File: src/cmp_ctrl_pkg.sv
// Purpose: shared constants and types for the dual comparator control block
// Assumes: AXI4-Lite, 32-bit data, byte registers in the low bits of a word
// Notes:   register byte addresses are four times the printed register index
package cmp_ctrl_pkg;

  // ************************************************************
  // register indices and bus address width
  // ************************************************************
  localparam logic [7:0] IDX_PORT_A_PINS   = 8'h05;
  localparam logic [7:0] IDX_CORE_INT      = 8'h0b;
  localparam logic [7:0] IDX_PERIPH_FLAGS2 = 8'h0d;
  localparam logic [7:0] IDX_PORT_A_DIR    = 8'h85;
  localparam logic [7:0] IDX_PERIPH_EN2    = 8'h8d;
  localparam logic [7:0] IDX_CMP_CTRL      = 8'h9c;
  localparam logic [7:0] IDX_VREF_CTRL     = 8'h9d;
  localparam int         ADDR_W            = 10;

  // ************************************************************
  // reset values
  // ************************************************************
  localparam logic [7:0] RST_CMP_CTRL      = 8'h07;
  localparam logic [5:0] RST_PORT_A_DIR    = 6'h3f;
  localparam logic [7:0] RST_ZERO          = 8'h00;

  // ************************************************************
  // field positions
  // ************************************************************
  localparam int BIT_SECOND_RESULT  = 7;
  localparam int BIT_FIRST_RESULT   = 6;
  localparam int BIT_SECOND_INVERT  = 5;
  localparam int BIT_FIRST_INVERT   = 4;
  localparam int BIT_INPUT_SWITCH   = 3;
  localparam int BIT_CHANGE_FLAG    = 6;
  localparam int BIT_CHANGE_ENABLE  = 6;
  localparam int BIT_GLOBAL_IRQ     = 7;
  localparam int BIT_PERIPH_IRQ     = 6;
  localparam logic [7:0] MASK_VREF  = 8'hef;
  localparam logic [7:0] MASK_FLAGS2 = 8'h4f;

  // ************************************************************
  // comparator modes
  // ************************************************************
  typedef enum logic [2:0] {
    MODE_RESET_ANALOG = 3'b000,
    MODE_ONE_INDEP    = 3'b001,
    MODE_TWO_INDEP    = 3'b010,
    MODE_TWO_COMMON   = 3'b011,
    MODE_TWO_COMM_OUT = 3'b100,
    MODE_ONE_OUT      = 3'b101,
    MODE_FOUR_MUX     = 3'b110,
    MODE_OFF          = 3'b111
  } cmp_mode_t;

  // routing decode of one mode
  typedef struct packed {
    logic [3:0] analogPins;  // port pins 3..0 held analog
    logic       firstOn;
    logic       secondOn;
    logic       firstRouted;  // first result drives output pin one
    logic       secondRouted; // second result drives output pin two
    logic       useInternalRef;
  } route_t;

endpackage

File: src/dual_comparator_control.sv
// Purpose: register, routing and change-flag logic around two comparators
// Assumes: raw comparator results arrive asynchronously from the analog cores
// Notes:   AXI4-Lite slave, one write and one read outstanding at a time
`timescale 1ns/1ps

// What this block does
// - eight modes chosen by a three-bit mode field in the control register
// - raw result low when non-inverting input below inverting, high when above
// - mode 110 connects internal reference to both non-inverting inputs
// - both outputs readable in control register, writes there change nothing
// - mode 100 drives both output pins, mode 101 only pin two, straight from comparators
// - direction bits still act as output enable on routed pins
// - two control bits invert each comparator output independently
// - port reads return zero for pins held as analog inputs
// - flag sets when either output differs from last latched value
// - flag cleared only by writing zero, writing one sets it
// - interrupt needs all three enables, flag sets regardless
// - control register access ends mismatch, mismatch keeps setting flag
// - change coinciding with a control read still sets the flag
// - comparators keep running in sleep and their interrupt wakes device
// - wake-up from sleep leaves control register unchanged
// - any reset returns control register to 0x07, off mode
// - direction register governs comparator pin direction in every mode
// - mode 110 input switch picks pins 3/2 when set, 0/1 when clear
// - inversion applies before status bit and before routed pin
module dual_comparator_control (
  input  wire logic        clk_sys,
  input  wire logic        reset,
  input  wire logic [9:0]  s_axi_awaddr,
  input  wire logic        s_axi_awvalid,
  output logic             s_axi_awready,
  input  wire logic [31:0] s_axi_wdata,
  input  wire logic [3:0]  s_axi_wstrb,
  input  wire logic        s_axi_wvalid,
  output logic             s_axi_wready,
  output logic [1:0]       s_axi_bresp,
  output logic             s_axi_bvalid,
  input  wire logic        s_axi_bready,
  input  wire logic [9:0]  s_axi_araddr,
  input  wire logic        s_axi_arvalid,
  output logic             s_axi_arready,
  output logic [31:0]      s_axi_rdata,
  output logic [1:0]       s_axi_rresp,
  output logic             s_axi_rvalid,
  input  wire logic        s_axi_rready,
  input  wire logic        firstRawResult,
  input  wire logic        secondRawResult,
  input  wire logic [5:0]  portPinIn,
  output logic [5:0]       portPinOut,
  output logic [5:0]       portPinOe_n,
  output logic             firstCmpEnable,
  output logic             secondCmpEnable,
  output logic [1:0]       firstInvertingSel,
  output logic [1:0]       secondInvertingSel,
  output logic             internalRefSelect,
  output logic [7:0]       voltageRefControl,
  output logic             comparatorIrq,
  output logic             wakeRequest
);

  // ************************************************************
  // routing table
  // ************************************************************
  // one table shared by pin logic and port reads
  function automatic cmp_ctrl_pkg::route_t decode_mode(input logic [2:0] m);
    cmp_ctrl_pkg::route_t r;
    r = '0;
    unique case (cmp_ctrl_pkg::cmp_mode_t'(m))
      cmp_ctrl_pkg::MODE_RESET_ANALOG: r = '{4'hf, 1'b0, 1'b0, 1'b0, 1'b0, 1'b0};
      cmp_ctrl_pkg::MODE_ONE_INDEP:    r = '{4'h7, 1'b1, 1'b0, 1'b0, 1'b0, 1'b0};
      cmp_ctrl_pkg::MODE_TWO_INDEP:    r = '{4'hf, 1'b1, 1'b1, 1'b0, 1'b0, 1'b0};
      cmp_ctrl_pkg::MODE_TWO_COMMON:   r = '{4'h7, 1'b1, 1'b1, 1'b0, 1'b0, 1'b0};
      cmp_ctrl_pkg::MODE_TWO_COMM_OUT: r = '{4'h7, 1'b1, 1'b1, 1'b1, 1'b1, 1'b0};
      cmp_ctrl_pkg::MODE_ONE_OUT:      r = '{4'hc, 1'b0, 1'b1, 1'b0, 1'b1, 1'b0};
      cmp_ctrl_pkg::MODE_FOUR_MUX:     r = '{4'hf, 1'b1, 1'b1, 1'b0, 1'b0, 1'b1};
      cmp_ctrl_pkg::MODE_OFF:          r = '{4'h0, 1'b0, 1'b0, 1'b0, 1'b0, 1'b0};
    endcase
    return r;
  endfunction

  // ************************************************************
  // state
  // ************************************************************
  logic [2:0] modeField_ff;
  logic       inputSwitchSelect_ff;
  logic       firstOutputInvert_ff;
  logic       secondOutputInvert_ff;
  logic [5:0] portLatch_ff;
  logic [5:0] portDirection_ff;
  logic [7:0] coreIrq_ff;
  logic [7:0] flagsTwo_ff;
  logic [7:0] enablesTwo_ff;
  logic [7:0] vrefCtrl_ff;
  logic [1:0] rawSync1_ff;
  logic [1:0] rawSync2_ff;
  logic [1:0] latchedOut_ff;
  logic [5:0] pinSync1_ff;
  logic [5:0] pinSync2_ff;
  logic       awHeld_ff;
  logic       wHeld_ff;
  logic [7:0] awIdx_ff;
  logic [7:0] wByte_ff;
  logic       bvalid_ff;
  logic       rvalid_ff;
  logic [7:0] rdata_ff;
  logic       rSlvErr_ff;
  logic       bSlvErr_ff;

  cmp_ctrl_pkg::route_t route;
  logic [1:0]           resultNow;
  logic [1:0]           resultAsync;
  logic                 writeFire;
  logic                 readFire;
  logic [7:0]           rdIdx;
  logic                 cmpAccess;
  logic                 mismatch;
  logic [7:0]           cmpCtrlView;
  logic [7:0]           nxt_rdata;
  logic                 nxt_rErr;
  logic                 wrCmp;

  assign route = decode_mode(modeField_ff);

  // ************************************************************
  // comparator outputs
  // ************************************************************
  // raw results are high when the non-inverting input is the larger one
  assign resultAsync = {secondRawResult ^ secondOutputInvert_ff,
                        firstRawResult ^ firstOutputInvert_ff};
  // status and flag results pass both flops first; inversion is applied after them
  assign resultNow   = (rawSync2_ff ^ {secondOutputInvert_ff, firstOutputInvert_ff})
                     & {route.secondOn, route.firstOn};

  // analog enables and input muxing; the cores keep running through sleep
  assign firstCmpEnable    = route.firstOn;
  assign secondCmpEnable   = route.secondOn;
  assign internalRefSelect = route.useInternalRef;
  assign voltageRefControl = vrefCtrl_ff;
  always_comb
  begin
    if (route.useInternalRef && inputSwitchSelect_ff)
    begin
      firstInvertingSel  = 2'h3;
      secondInvertingSel = 2'h2;
    end
    else
    begin
      firstInvertingSel  = 2'h0;
      secondInvertingSel = 2'h1;
    end
  end

  // routed pins take the unsynchronised result; direction bits stay the enable
  always_comb
  begin
    portPinOut = portLatch_ff;
    if (route.firstRouted)
      portPinOut[4] = resultAsync[0];
    if (route.secondRouted)
      portPinOut[5] = resultAsync[1];
    portPinOe_n = portDirection_ff;
  end

  // ************************************************************
  // synchronisers
  // ************************************************************
  // results and pins are asynchronous to clk_sys
  always_ff @(posedge clk_sys)
  begin
    if (reset)
    begin
      rawSync1_ff <= 2'h0;
      rawSync2_ff <= 2'h0;
      pinSync1_ff <= 6'h00;
      pinSync2_ff <= 6'h00;
    end
    else
    begin
      rawSync1_ff <= {secondRawResult, firstRawResult};
      rawSync2_ff <= rawSync1_ff;
      pinSync1_ff <= portPinIn;
      pinSync2_ff <= pinSync1_ff;
    end
  end

  // ************************************************************
  // AXI4-Lite write path
  // ************************************************************
  assign s_axi_awready = !awHeld_ff && !bvalid_ff;
  assign s_axi_wready  = !wHeld_ff && !bvalid_ff;
  assign writeFire     = awHeld_ff && wHeld_ff && !bvalid_ff;
  assign s_axi_bvalid  = bvalid_ff;
  assign s_axi_bresp   = bSlvErr_ff ? 2'b10 : 2'b00;
  assign wrCmp         = writeFire && awIdx_ff == cmp_ctrl_pkg::IDX_CMP_CTRL;

  // address and data captured in either order
  always_ff @(posedge clk_sys)
  begin
    if (reset)
    begin
      awHeld_ff <= 1'b0;
      wHeld_ff  <= 1'b0;
      awIdx_ff  <= 8'h00;
      wByte_ff  <= 8'h00;
    end
    else
    begin
      if (s_axi_awvalid && s_axi_awready)
      begin
        awHeld_ff <= 1'b1;
        awIdx_ff  <= s_axi_awaddr[cmp_ctrl_pkg::ADDR_W-1:2];
      end
      else if (writeFire)
        awHeld_ff <= 1'b0;
      if (s_axi_wvalid && s_axi_wready)
      begin
        wHeld_ff <= 1'b1;
        // byte lane zero gates the register byte
        wByte_ff <= s_axi_wstrb[0] ? s_axi_wdata[7:0] : 8'h00;
      end
      else if (writeFire)
        wHeld_ff <= 1'b0;
    end
  end

  // response after both halves; unmapped index answers SLVERR
  always_ff @(posedge clk_sys)
  begin
    if (reset)
    begin
      bvalid_ff  <= 1'b0;
      bSlvErr_ff <= 1'b0;
    end
    else if (writeFire)
    begin
      bvalid_ff <= 1'b1;
      unique case (awIdx_ff)
        cmp_ctrl_pkg::IDX_PORT_A_PINS, cmp_ctrl_pkg::IDX_CORE_INT,
        cmp_ctrl_pkg::IDX_PERIPH_FLAGS2, cmp_ctrl_pkg::IDX_PORT_A_DIR,
        cmp_ctrl_pkg::IDX_PERIPH_EN2, cmp_ctrl_pkg::IDX_CMP_CTRL,
        cmp_ctrl_pkg::IDX_VREF_CTRL: bSlvErr_ff <= 1'b0;
        default:                     bSlvErr_ff <= 1'b1;
      endcase
    end
    else if (s_axi_bready)
      bvalid_ff <= 1'b0;
  end

  // ************************************************************
  // registers
  // ************************************************************
  // a write-strobe of zero still counts, the byte is taken as zero
  // sleep has no path here, so control contents survive wake-up
  always_ff @(posedge clk_sys)
  begin
    if (reset)
    begin
      modeField_ff          <= cmp_ctrl_pkg::RST_CMP_CTRL[2:0];
      inputSwitchSelect_ff  <= 1'b0;
      firstOutputInvert_ff  <= 1'b0;
      secondOutputInvert_ff <= 1'b0;
    end
    else if (wrCmp)
    begin
      // result bits are not storage, writes there are dropped
      modeField_ff          <= wByte_ff[2:0];
      inputSwitchSelect_ff  <= wByte_ff[cmp_ctrl_pkg::BIT_INPUT_SWITCH];
      firstOutputInvert_ff  <= wByte_ff[cmp_ctrl_pkg::BIT_FIRST_INVERT];
      secondOutputInvert_ff <= wByte_ff[cmp_ctrl_pkg::BIT_SECOND_INVERT];
    end
  end

  // port, direction, interrupt control and reference registers
  always_ff @(posedge clk_sys)
  begin
    if (reset)
    begin
      portLatch_ff     <= 6'h00;
      portDirection_ff <= cmp_ctrl_pkg::RST_PORT_A_DIR;
      coreIrq_ff       <= cmp_ctrl_pkg::RST_ZERO;
      enablesTwo_ff    <= cmp_ctrl_pkg::RST_ZERO;
      vrefCtrl_ff      <= cmp_ctrl_pkg::RST_ZERO;
    end
    else if (writeFire)
    begin
      unique case (awIdx_ff)
        cmp_ctrl_pkg::IDX_PORT_A_PINS: portLatch_ff     <= wByte_ff[5:0];
        cmp_ctrl_pkg::IDX_PORT_A_DIR:  portDirection_ff <= wByte_ff[5:0];
        cmp_ctrl_pkg::IDX_CORE_INT:    coreIrq_ff       <= wByte_ff;
        cmp_ctrl_pkg::IDX_PERIPH_EN2:  enablesTwo_ff    <= wByte_ff & cmp_ctrl_pkg::MASK_FLAGS2;
        cmp_ctrl_pkg::IDX_VREF_CTRL:   vrefCtrl_ff      <= wByte_ff & cmp_ctrl_pkg::MASK_VREF;
        default:                       ;
      endcase
    end
  end

  // ************************************************************
  // change detection and flag
  // ************************************************************
  assign cmpAccess = wrCmp || (readFire && rdIdx == cmp_ctrl_pkg::IDX_CMP_CTRL);
  assign mismatch  = resultNow != latchedOut_ff;

  // any control access relatches the outputs and ends the mismatch
  // a change in the access cycle itself is latched, but its mismatch still sets the flag
  always_ff @(posedge clk_sys)
  begin
    if (reset)
      latchedOut_ff <= 2'h0;
    else if (cmpAccess)
      latchedOut_ff <= resultNow;
  end

  // a standing mismatch beats a software clear of the flag
  always_ff @(posedge clk_sys)
  begin
    if (reset)
      flagsTwo_ff <= cmp_ctrl_pkg::RST_ZERO;
    else
    begin
      if (writeFire && awIdx_ff == cmp_ctrl_pkg::IDX_PERIPH_FLAGS2)
        flagsTwo_ff <= wByte_ff & cmp_ctrl_pkg::MASK_FLAGS2;
      if (mismatch)
        flagsTwo_ff[cmp_ctrl_pkg::BIT_CHANGE_FLAG] <= 1'b1;
    end
  end

  // flag always sets; the line needs all three enables
  assign comparatorIrq = flagsTwo_ff[cmp_ctrl_pkg::BIT_CHANGE_FLAG]
                       && enablesTwo_ff[cmp_ctrl_pkg::BIT_CHANGE_ENABLE]
                       && coreIrq_ff[cmp_ctrl_pkg::BIT_PERIPH_IRQ]
                       && coreIrq_ff[cmp_ctrl_pkg::BIT_GLOBAL_IRQ];
  // wake ignores the global enable, as a sleeping core would
  assign wakeRequest = flagsTwo_ff[cmp_ctrl_pkg::BIT_CHANGE_FLAG]
                     && enablesTwo_ff[cmp_ctrl_pkg::BIT_CHANGE_ENABLE];

  // ************************************************************
  // AXI4-Lite read path
  // ************************************************************
  assign s_axi_arready = !rvalid_ff;
  assign readFire      = s_axi_arvalid && s_axi_arready;
  assign rdIdx         = s_axi_araddr[cmp_ctrl_pkg::ADDR_W-1:2];
  assign s_axi_rvalid  = rvalid_ff;
  assign s_axi_rdata   = {24'h000000, rdata_ff};
  assign s_axi_rresp   = rSlvErr_ff ? 2'b10 : 2'b00;
  assign cmpCtrlView   = {resultNow[1], resultNow[0], secondOutputInvert_ff,
                          firstOutputInvert_ff, inputSwitchSelect_ff, modeField_ff};

  // read mux; analog pins read as zero
  always_comb
  begin
    nxt_rdata = 8'h00;
    nxt_rErr  = 1'b0;
    unique case (rdIdx)
      cmp_ctrl_pkg::IDX_PORT_A_PINS:   nxt_rdata = {2'b00, pinSync2_ff[5:4],
                                                    pinSync2_ff[3:0] & ~route.analogPins};
      cmp_ctrl_pkg::IDX_CORE_INT:      nxt_rdata = coreIrq_ff;
      cmp_ctrl_pkg::IDX_PERIPH_FLAGS2: nxt_rdata = flagsTwo_ff;
      cmp_ctrl_pkg::IDX_PORT_A_DIR:    nxt_rdata = {2'b00, portDirection_ff};
      cmp_ctrl_pkg::IDX_PERIPH_EN2:    nxt_rdata = enablesTwo_ff;
      cmp_ctrl_pkg::IDX_CMP_CTRL:      nxt_rdata = cmpCtrlView;
      cmp_ctrl_pkg::IDX_VREF_CTRL:     nxt_rdata = vrefCtrl_ff;
      default:                         nxt_rErr  = 1'b1;
    endcase
  end

  // data captured at the address edge, held until rready
  always_ff @(posedge clk_sys)
  begin
    if (reset)
    begin
      rvalid_ff  <= 1'b0;
      rdata_ff   <= 8'h00;
      rSlvErr_ff <= 1'b0;
    end
    else if (readFire)
    begin
      rvalid_ff  <= 1'b1;
      rdata_ff   <= nxt_rdata;
      rSlvErr_ff <= nxt_rErr;
    end
    else if (s_axi_rready)
      rvalid_ff <= 1'b0;
  end

endmodule

File: config.mk
export PLATFORM = sky130hd
export DESIGN_NAME = dual_comparator_control
export DESIGN_NICKNAME = d
export VERILOG_FILES = /design/src/cmp_ctrl_pkg.sv /design/src/dual_comparator_control.sv
export SDC_FILE = /design/constraint.sdc
export NUM_CORES = 1
export LEC_CHECK = 0
export ABC_CLOCK_PERIOD_IN_PS = 2300
export BUFFER_PORTS_ARGS = -buffer_cell sky130_fd_sc_hd__buf_2
export CAP_MARGIN = 25
export CORE_ASPECT_RATIO = 0.6
export CORE_UTILIZATION = 34
export DETAILED_ROUTE_END_ITERATION = 10
export PLACE_DENSITY_LB_ADDON = 0.3
export SLEW_MARGIN = 20
export SYNTH_ARGS = -nofsm -noshare
export SYNTH_HDL_FRONTEND = slang
export SYNTH_SLANG_ARGS = --single-unit
export TNS_END_PERCENT = 30
File: constraint.sdc
create_clock -name clk_sys -period 2.3 [get_ports clk_sys]
set_input_delay 0.23 -clock clk_sys [delete_from_list [all_inputs] [get_ports clk_sys]]
set_output_delay 0.23 -clock clk_sys [all_outputs]
set_load 0.01 [all_outputs]
* Yosys cells after proc, flatten, opt, wreduce, memory -nomap -nowiden
Memory sizes are Yosys's and may differ from the RTL's. A register that Yosys moved wholly into a read port is not among the register bits.
Index checks and enable logic that the tools add are counted.
** Storage, ports and cells
- Bits in registers :: 91
- ROM bits :: 72
- Input port bits :: 71
- Output and inout bits :: 70
- Logic and storage cells :: 99
- Memories :: 1
** Operators by class
- Equal/unequal tests :: 15
- Muxes and demuxes :: 21
- Bitwise operators :: 6
- Reductions and logical operators :: 31
** Memories
- (no name shown) :: depth 8, bits a word 9, rd ports 1, clocked after memory_dff 1, wr ports 0, line dual_comparator_control.sv:68 : unique case (cmp_ctrl_pkg::cmp_mode_t'(m))
** Operators with widths (number)
- 8-bit equality test (second input constant) :: 8
- 8-bit one-hot mux with 7 select lines :: 1
- 8-bit by 4-bit equality test with 1-bit output (second input constant) :: 4
- 8-bit by 3-bit equality test with 1-bit output (second input constant) :: 2
- 1-bit logical AND :: 14
- 7-bit OR reduction :: 2
- 1-bit two-way mux :: 12
- 2-bit AND reduction :: 5
- 2-bit nonzero test :: 5
- 2-bit two-way mux :: 4
- 8-bit two-way mux :: 1
- 7-bit two-way mux :: 1
- 3-bit two-way mux :: 2
- 4-bit AND :: 1
- 1-bit logical NOT :: 4
- 4-bit NOT :: 1
- 2-bit AND :: 1
- 2-bit != test :: 1
- 1-bit XOR :: 2
- 2-bit XOR :: 1
- 1-bit logical OR :: 1

* Longest topological paths before layout
Gate-level depths: netlist of the first run.
- Depth after elaboration :: 5
- Mapped depth :: 8
- Mapped depth without buffers :: 7

* Least setup slack after synthesis of the first run
No wires, ideal clock.
- Path type :: register to register
- From :: reg awIdx_ff[2]
- To :: reg route[8] (netlist name)
- Setup time :: 0.116 ns
- Data arrival time :: 1.922 ns
- Data required time :: 2.184 ns
- Setup slack :: 0.261 ns
- Stages on the path, launching flop included :: 9
- Buffers on the path :: 1
- Clock period less this slack :: 2.039 ns
- Cells stage by stage :: dfxtp_1 and4b_1 buf_2 nand4_4 nor2_4 mux2i_1 nor2b_1 ha_1 o211a_1
** On the way
- Word-level cells in the longest chain between the ends :: 4
** Ends and longest elaborated chain
- start: declaration :: line dual_comparator_control.sv:101 : logic [7:0] awIdx_ff;
- start signal: assignment :: line dual_comparator_control.sv:211 : awIdx_ff <= s_axi_awaddr[cmp_ctrl_pkg::ADDR_W-1:2];
- 8-bit equality test :: line dual_comparator_control.sv:194 : assign wrCmp = writeFire && awIdx_ff == cmp_ctrl_pkg::IDX_CMP_CTRL;
- 1-bit logical AND :: line dual_comparator_control.sv:194
- 3-bit two-way mux (no line) (2 in a row)
No other way between the ends.
A chain may end at the register's enable or synchronous reset.

* Final worst setup path of the first run
- From :: reg awIdx_ff[2]
- To :: reg route[4] (netlist name)
** On the way
- Word-level cells in the longest chain between the ends :: 4
** Ends and longest elaborated chain (line)
- 8-bit equality test :: dual_comparator_control.sv:194
- 1-bit logical AND :: dual_comparator_control.sv:194
- 3-bit two-way mux (no line) (2 in a row)
No other way between the ends.

==> flow_summary.ini, run 1 <==
[run_status]
status = finished clean

[logic_synthesis]
async_flop_share_pct = 0
ys_types = 61
synthCells = 510
ys_ff_latch = 99
ys.flop_type = dfxtp_1
synth-edff-count = 0
synth-seq-area-share_pct = 44.1
netlist_area_um2 = 4490
ys_warn_count = 0
syn-mean-instance-area_um2 = 8.81

[grt]
grt_max_degree = 68
grt_pass1_wl_um = 18000
antenna_found_initial = 0
track_usage_pct = 17.5
grt_pass1_vias = 3448
grt_overflow = 0

[pwr]
peakVddDrop_mv = 0.305
power.total_mw = 3.56
power_density_nw_per_um2 = 683
leakage_nw = 2.26

[worst_setup_path]
criticalPathCategory = flop to flop
reg2reg_depth = 6
crit_slowest_cell = dfxtp_1
slowest_delay_ns = 0.43
arrival_ns = 2.30
cp.required_ns = 2.53
ff2ff_setup_slack_ns = 0.23
crit_family = simple AND/OR/NAND/NOR gates
worstPathMaxFanout = 17
end_kind = flop
path_cells = and4b_1 > nand4_4 > nor2_4 > buf_4 > mux2_4 > a2111oi_2
reg2reg_from = awIdx_ff[2]
r2r_end = route[4]
crit_buf_inv = 1
cp-start-kind = flop

[hold_path]
whs_endpoint = pinSync1_ff[0]
hold_path.class = input port to flop
hold_depth = 2
hp-start = portPinIn[0]

[floorplan]
dieArea_um2 = 13700
start_util_pct = 35.0
num_io_pins = 141
fp.dieH_um = 91.1
placementRows = 32
die_w_um = 150
core-area_um2 = 12900

[sta]
final.setup.tns_ns = 0
fmax_mhz = 483
worst_slew_pin_slew_ns = 0.599
slew_headroom_pct = 60.1
timing.final.crit_share_pct = 90.1
setup_viol = 0
rsz0062_at_grt = false
drv_slew = 0
skew_ns = 0.00937
fin_crit_ns = 2.07
hold_viol = 0

[placement]
io_buffers = 82
placed_area_um2 = 4920
gp_congestion = 0.911
place.detailed.hpwl_um = 8880

[routing]
vias_per_cell = 4.93
route.detailed.wl_per_inst_um = 15.4
firstDrtPassIters = 6
route.detailed.drc = 0
drtIter0Drc = 263
via_count = 3694
route.final.wire_length_um = 11500
ant_nets = 0

[clock_network]
cts_resized = 0
clkSinkCount = 99
clock_latency_ns = 0.35
ctsHoldBuffers = 0
root_buffer = clkbuf_16
tritoncts = built
numCtsBuffers = 9
clockBufferDepth = 2
cts_setup_buffers = 0
clk_pin_slew_ns = 0.07
ctsHtreeMaxLevel = 3

[final_layout]
syn2layout_area_growth_pct = 16.1
design_area_um2 = 5220
regArea_um2 = 1980
multi_input_area_um2 = 2190
drive_above_1_share_pct = 20.2
fillers = 1306
nets = 648
utilization_pct = 40.6
diodes = 0

[flow_run]
maxCapViolations = 0
-- placed cells by master, fill, tap and decap left out, types with 3 or more instances in the layout --
| cell | instances |
|---|---|
| nor4_1 | 3 |
| nor2b_1 | 21 |
| and2_1 | 5 |
| xnor2_1 | 4 |
| a22o_1 | 5 |
| a22oi_1 | 3 |
| o211ai_1 | 3 |
| nor2_1 | 54 |
| a211o_1 | 6 |
| buf_4 | 8 |
| buf_2 | 82 |
| nor3b_1 | 3 |
| o21ai_1 | 7 |
| o22ai_1 | 3 |
| clkbuf_16 | 9 |
| inv_1 | 12 |
| mux2i_1 | 37 |
| nand3_1 | 21 |
| a21oi_1 | 35 |
| a211oi_1 | 3 |
| nor3_1 | 7 |
| nand2_1 | 53 |
| nand2b_1 | 8 |
| conb_1 | 27 |
| nand3b_1 | 3 |
| nor4b_1 | 3 |
| o21ai_0 | 8 |
| inv_6 | 3 |
| dfxtp_1 | 99 |
-- cell type report --
class | instances | area share (%)
inverters | 12 | 0.864
multi-input cells | 362 | 41.9
clock inverters | 6 | 1.34
repair buffers | 91 | 9.40
flip-flops and latches | 99 | 38.0
clock buffers | 10 | 4.39
well taps | 170 | 4.08
-- power breakdown --
part | switching, mW | total (mW) | leakage (nW) | internal, mW
Combinational | 0.162 | 0.251 | 1.30 | 0.0888
Sequential | 0.0391 | 1.79 | 0.804 | 1.75
Clock | 0.669 | 1.52 | 0.148 | 0.855
-- worst reg2reg max path: stages, from the launching register on --
cell       delay, ns
dfxtp_1         0.43
and4b_1         0.30
nand4_4         0.13
nor2_4          0.12
buf_4           0.22
mux2_4          0.35
a2111oi_2       0.41
-- how the worst max path moves through the flow --
stage               slack (ns)    startpoint  cells after the start        to
finish                    0.23   awIdx_ff[2]                      6  route[4]
global route              0.12  s_axi_bvalid                      6  route[4]
CTS                       0.21  s_axi_bvalid                      6  route[4]
detailed placement        0.25  s_axi_bvalid                      6  route[4]
global placement          0.29  s_axi_bvalid                      6  route[4]
floorplan                 0.26   awIdx_ff[2]                      8  route[8]
-- Yosys cell counts, types with 4 or more instances --
library cell,instances,share of area (%)
dfxtp_1,99,44
nor2_1,54,4.5
nand2_1,53,4.4
mux2i_1,37,8.2
buf_4,36,6.0
a21oi_1,35,3.9
nand3_1,21,2.3
nor2b_1,21,2.9
clkbuf_1,19,1.6
inv_1,12,1.0
nand2b_1,8,1.1
o21ai_0,8,0.89
nor3_1,7,0.78
o21ai_1,7,0.78
a211o_1,6,1.2
a22o_1,5,0.97
and2_1,5,0.70
buf_2,5,0.56
xnor2_1,4,0.78
-- stage by stage --
step                instances  hold WS (ns)  setup slack, ns
floorplan                 536         0.358            0.261
CTS                       750        0.0768            0.213
global route              750        0.0815            0.119
finish                    750        0.0815            0.229
global placement          734         0.418            0.289
detailed placement        734         0.424            0.248
-- cell families (layout without fill, tap and decap cells) --
logic type | Yosys count | in the layout | share of synthesized area [%]
mux | 38 | 38 | 8.57
compound gates | 88 | 88 | 13.1
xor+xnor | 6 | 6 | 1.17
buf+inv | 75 | 119 | 9.41
simple gates | 201 | 201 | 23.0
other cells | 1 | 27 | 0.0834
flops | 99 | 99 | 44.1
fa+ha+maj | 2 | 2 | 0.557
-- flip-flops by register name, indices dropped and copies added, names as in the netlist, 2 cells and up --
register / cells
latchedOut_ff: 2
enablesTwo_ff: 5
voltageRefControl: 7
awIdx_ff: 8
coreIrq_ff: 8
rawSync1_ff: 2
rawSync2_ff: 2
rdata_ff: 8
portLatch_ff: 6
portPinOe_n: 6
wByte_ff: 8
route: 8
pinSync2_ff: 6
modeField_ff: 3
flagsTwo_ff: 5
pinSync1_ff: 6
-- per-layer routing --
metal | wire length (um) | GRT usage (%) | share of wire, % | up-vias
met5 | 0 | 0 | 0 | -
met4 | 139 | 4.71 | 1.2 | 0
met3 | 827 | 5.38 | 7.2 | 15
met2 | 4660 | 24.6 | 40 | 110
met1 | 5900 | 25.3 | 51 | 1750
li1 | - | - | - | 1819
(Power assumes the default switching activity.)
==> run 2, diff against run 1 <==
--- a/config.mk
+++ b/config.mk
@@ -5,7 +5,7 @@
 export SDC_FILE = /design/constraint.sdc
 export NUM_CORES = 1
 export LEC_CHECK = 0
-export ABC_CLOCK_PERIOD_IN_PS = 2300
+export ABC_CLOCK_PERIOD_IN_PS = 2000
 export BUFFER_PORTS_ARGS = -buffer_cell sky130_fd_sc_hd__buf_2
 export CAP_MARGIN = 25
 export CORE_ASPECT_RATIO = 0.6
==> constraint.sdc (replaced) <==
create_clock -name clk_sys -period 2 [get_ports clk_sys]
set_input_delay 0.2 -clock clk_sys [delete_from_list [all_inputs] [get_ports clk_sys]]
set_output_delay 0.2 -clock clk_sys [all_outputs]
set_load 0.01 [all_outputs]
==> run 2 against run 1 <==
  * Sequential power rose by 15%
  * Non-clock buffer count rose by 11
  * Critical endpoint unchanged
  * Hold slack got worse by 0.025 ns
==> flow_summary.ini, run 2 (synthesized netlist as in run 1, its figures left out) <==
[run_status]
status = finished clean

[placement]
place.detailed.hpwl_um = 8900
preCtsSetupSlack_ns = 0.00835
io_buffers = 82
placed_area_um2 = 5000
gp_congestion = 0.898

[worst_setup_path]
reg2reg_from = awIdx_ff[2]
crit_slowest_cell = dfxtp_2
crit_buf_inv = 1
path_cells = and4b_2 > nand4_4 > nor2_4 > buf_6 > mux2_4 > a2111oi_4
end_kind = flop
worstPathMaxFanout = 17
slowest_delay_ns = 0.38
criticalPathCategory = flop to flop
crit_family = simple AND/OR/NAND/NOR gates
reg2reg_depth = 6
arrival_ns = 2.13
r2r_end = route[4]
cp-start-kind = flop
crit_start = awIdx_ff[2]
ff2ff_setup_slack_ns = 0.11
cp.required_ns = 2.25
cp.depth = 6

[hold_path]
hold_path.class = input port to flop
whs_endpoint = pinSync1_ff[1]
hp-start = portPinIn[1]
hold_depth = 2

[clock_network]
numCtsBuffers = 9
clk_pin_slew_ns = 0.07
root_buffer = clkbuf_16
clkSinkCount = 99
ctsHoldBuffers = 0
clockBufferDepth = 2
tritoncts = built
clock_latency_ns = 0.35
ctsHtreeMaxLevel = 3

[final_layout]
regArea_um2 = 1990
drive_above_1_share_pct = 22.8
final_cell_mix = 96 x dfxtp_1, 82 x buf_2, 54 x nor2_1
final_common_cell = dfxtp_1
nets = 659
multi_input_area_um2 = 2210
diodes = 0
utilization_pct = 41.3
design_area_um2 = 5310
syn2layout_area_growth_pct = 18.2
fillers = 1339

[floorplan]
num_io_pins = 141
placementRows = 32
dieArea_um2 = 13700
fp.dieH_um = 91.1
core-area_um2 = 12900
die_w_um = 150
start_util_pct = 35.0

[grt]
grt_pass1_vias = 3498
antenna_found_initial = 0
gr-max-usage-layer = met1
use_met1_pct = 27.0
track_usage_pct = 18.0
met3_usage_pct = 4.92
grt_overflow = 0
grt_max_degree = 68
grt.met2_usage_pct = 24.3
grt_pass1_wl_um = 18500

[routing]
route.detailed.wl_per_inst_um = 15.5
vias_per_cell = 4.94
via_count = 3763
ant_nets = 0
drtIter0Drc = 246
firstDrtPassIters = 6
route.detailed.drc = 0
route.final.wire_length_um = 11800

[sta]
worst_slew_pin_slew_ns = 0.717
drv_slew = 0
setup_viol = 0
slew_headroom_pct = 51.8
layout_setup_ws_ns = 0.111
fmax_mhz = 529
skew_ns = 0.00862
final.setup.tns_ns = 0
rsz0062_at_grt = false
fin_crit_ns = 1.89
timing.final.crit_share_pct = 94.5
hold_viol = 0

[flow_run]
maxCapViolations = 0

[pwr]
peakVddDrop_mv = 0.403
leakage_nw = 2.30
power_density_nw_per_um2 = 753
## run 2: repair_timing
item | 4_1_cts | 5_1_grt
buffers inserted | 0 | 1
endpoints found under the setup margin | 1 | 20
pin swaps | 0 | 1
resized for setup | 1 | 5
hold endpoints to repair | 0 | 0
## run 2: final cells by class
| type | instances | area share [%] |
|---|---|---|
| clock buffer | 10 | 4.31 |
| clock inverter | 6 | 0.942 |
| inverter | 12 | 0.848 |
| multi-input combinational | 362 | 41.7 |
| sequential | 99 | 37.4 |
| tap | 170 | 4.00 |
| timing repair buffer | 102 | 10.9 |
## run 2: metal layers
metal / routed length, um / up-vias
met4: 146 / 0
li1: - / 1842
met3: 1090 / 12
met2: 4590 / 127
met1: 6000 / 1782
met5: 0 / -
## run 2: power by group
| part | internal [mW] | leakage, nW | total, mW | switching (mW) |
|---|---|---|---|---|
| Sequential | 2.01 | 0.805 | 2.05 | 0.0393 |
| Clock | 0.855 | 0.129 | 1.64 | 0.783 |
| Combinational | 0.112 | 1.36 | 0.311 | 0.199 |
| Total | 2.98 | 2.30 | 4.00 | 1.02 |
## run 2: stage by stage
| stage | power, mW | instances | hold WS [ns] |
|---|---|---|---|
| floorplan | 2.32 | 536 | 0.328 |
| global placement | 2.39 | 744 | 0.416 |
| detailed placement | 2.40 | 744 | 0.419 |
| CTS | 4.04 | 760 | 0.0446 |
| global route | 4.15 | 761 | 0.0503 |
| finish | 4.00 | 761 | 0.0560 |
## run 2: how the worst max path moves through the flow
stage,to,slack [ns]
after detailed placement,portLatch_ff[1],0.008
after CTS,route[4],0.009
after floorplan,route[8],0.01
after global routing,route[4],0.01
final,route[4],0.11
after global placement,route[4],-0.006
## run 2: worst reg2reg max path, stage by stage (launching register included)
cell       delay, ns
dfxtp_2         0.38
and4b_2         0.28
nand4_4         0.10
nor2_4          0.15
buf_6           0.18
mux2_4          0.35
a2111oi_4       0.35
==> run 3, diff against run 2 <==
--- a/config.mk
+++ b/config.mk
@@ -9,7 +9,7 @@
 export BUFFER_PORTS_ARGS = -buffer_cell sky130_fd_sc_hd__buf_2
 export CAP_MARGIN = 25
 export CORE_ASPECT_RATIO = 0.6
-export CORE_UTILIZATION = 34
+export CORE_UTILIZATION = 51
 export DETAILED_ROUTE_END_ITERATION = 10
 export PLACE_DENSITY_LB_ADDON = 0.3
 export SLEW_MARGIN = 20
==> run 3 against run 2 <==
  * Clock power up 12%
  * Via count increased by 2.6%
  * Cell count fell by 7.5%
  * Global-route usage rose by 7.6 points
  * Cell area hardly changed
  * Largest cell class unchanged
  * Die area shrank 33%
  * Combinational power about the same
  * Critical endpoint is now route[8]
  * Critical path depth rose by 2
==> flow_summary.ini, run 3 (synthesized netlist as in run 1, its figures left out) <==
[routing]
highest_layer = met4
wl_met2_um = 4820
drtIter0Drc = 292
route.final.wire_length_um = 11200
wl_met1_um = 5210
route.detailed.wl_per_inst_um = 16.0
wl_met3_um = 1110
firstDrtPassIters = 5
ant_nets = 0
vias_per_cell = 5.48
route.detailed.drc = 0
via_count = 3859

[sta]
timing.final.crit_share_pct = 96.8
final.setup.tns_ns = 0
slew_headroom_pct = 55.5
fin_crit_ns = 1.94
skew_ns = 0.00845
setup_viol = 0
hold_viol = 0
worst_slew_pin_slew_ns = 0.662
fmax_mhz = 516
rsz0062_at_grt = true
drv_slew = 0
layout_setup_ws_ns = 0.0638

[grt]
track_usage_pct = 25.5
grt_overflow = 0
grt_max_degree = 56
grt_pass1_wl_um = 17400
antenna_found_initial = 0
grt_pass1_vias = 3431

[floorplan]
start_util_pct = 52.7
fp.dieH_um = 74.7
dieArea_um2 = 9200
core-area_um2 = 8520
num_io_pins = 141
placementRows = 26
die_w_um = 123

[worst_setup_path]
arrival_ns = 2.17
crit_buf_inv = 1
worstPathMaxFanout = 17
r2r_end = route[8]
slowest_delay_ns = 0.39
cp-start-kind = flop
path_cells = and3b_2 > nand4_4 > nor2_4 > buf_12 > nand2_1 > o31ai_1 > ha_1 > o211a_1
ff2ff_setup_slack_ns = 0.06
criticalPathCategory = flop to flop
reg2reg_from = wHeld_ff
reg2reg_depth = 8
crit_slowest_cell = dfxtp_1
cp.required_ns = 2.23
end_kind = flop
crit_family = simple AND/OR/NAND/NOR gates

[placement]
placed_area_um2 = 4910
io_buffers = 82
preCtsSetupSlack_ns = -0.00518
place.detailed.hpwl_um = 8180
gp_congestion = 0.879

[final_layout]
nets = 660
final_cell_mix = 96 x dfxtp_1, 82 x buf_2, 54 x nor2_1
drive_above_1_share_pct = 23.3
syn2layout_area_growth_pct = 18.2
diodes = 0
multi_input_area_um2 = 2230
fillers = 739
final_common_cell = dfxtp_1
design_area_um2 = 5310
regArea_um2 = 1990

[pwr]
peakVddDrop_mv = 0.527
p_comb_share_pct = 7.4
power_density_nw_per_um2 = 789
intPower_mw = 3.22
leakage_nw = 2.33
p_clk_share_pct = 43.6
seq_power_share_pct = 49.0
p_sw_share_pct = 23.3
switchingPower_mw = 0.975

[clock_network]
tritoncts = built
clkSinkCount = 99
numCtsBuffers = 9
clock_latency_ns = 0.35
clk_pin_slew_ns = 0.06
ctsHtreeMaxLevel = 3
root_buffer = clkbuf_16
ctsHoldBuffers = 0
clockBufferDepth = 2

[run_status]
status = finished clean

[hold_path]
hold_path.class = input port to flop
whs_endpoint = pinSync1_ff[4]
hold_depth = 2
hp-start = portPinIn[4]

[flow_run]
maxCapViolations = 0
## run 3: cell types whose count changed in the layout (fill, tap and decap cells not counted), sizes merged
| cell | previous run | this run |
|---|---|---|
| bufinv | 0 | 2 |
| clkinvlp | 2 | 1 |
| clkbuf | 10 | 9 |
| clkdlybuf4s15 | 0 | 1 |
## run 3: final cells by class
type | count | share of cell area [%]
Multi-Input combinational cell | 362 | 42.1
Sequential cell | 99 | 37.5
Timing Repair Buffer | 103 | 11.0
Clock buffer | 9 | 4.24
Tap cell | 112 | 2.64
Clock inverter | 7 | 1.72
Inverter | 12 | 0.848
## run 3: how the worst max path moves through the flow
stage	endpoint	slack (ns)	depth (start not counted)	startpoint
floorplan	route[8]	0.01	8	awIdx_ff[7]
global placement	route[4]	0.04	6	awIdx_ff[1]
detailed placement	portLatch_ff[2]	-0.005	7	s_axi_bvalid
CTS	route[4]	0.009	6	wHeld_ff
global route	route[8]	-0.01	7	wHeld_ff
finish	route[8]	0.06	8	wHeld_ff
## run 3: power groups by stage
stage	combinational (mW)	clock, mW	sequential (mW)
after floorplan	0.239	0	2.08
after global placement	0.288	0	2.09
after detailed placement	0.296	0	2.10
after CTS	0.298	1.86	2.05
after global routing	0.344	1.94	2.06
final	0.311	1.83	2.05
## run 3: timing repair
item / 4_1_cts / 5_1_grt
pin swaps: 0 / 3
setup endpoints to repair: 4 / 20
resized for setup: 2 / 8
cloned: 0 / 1
setup buffers: 0 / 3
## run 3: per-layer routing
metal | track usage (%) | vias to the layer above
met5 | 0 | -
met4 | 7.76 | 0
met3 | 8.71 | 12
met2 | 37.6 | 180
met1 | 35.5 | 1819
li1 | - | 1848
## run 3: per-stage QoR
stage	power, mW	util, %	instances	hold WS (ns)
CTS	4.21	61.4	700	0.0475
detailed placement	2.39	57.6	684	0.412
global placement	2.38	57.6	684	0.409
finish	4.19	62.3	704	0.0614
floorplan	2.32	-	536	0.328
global route	4.34	62.3	704	0.0605
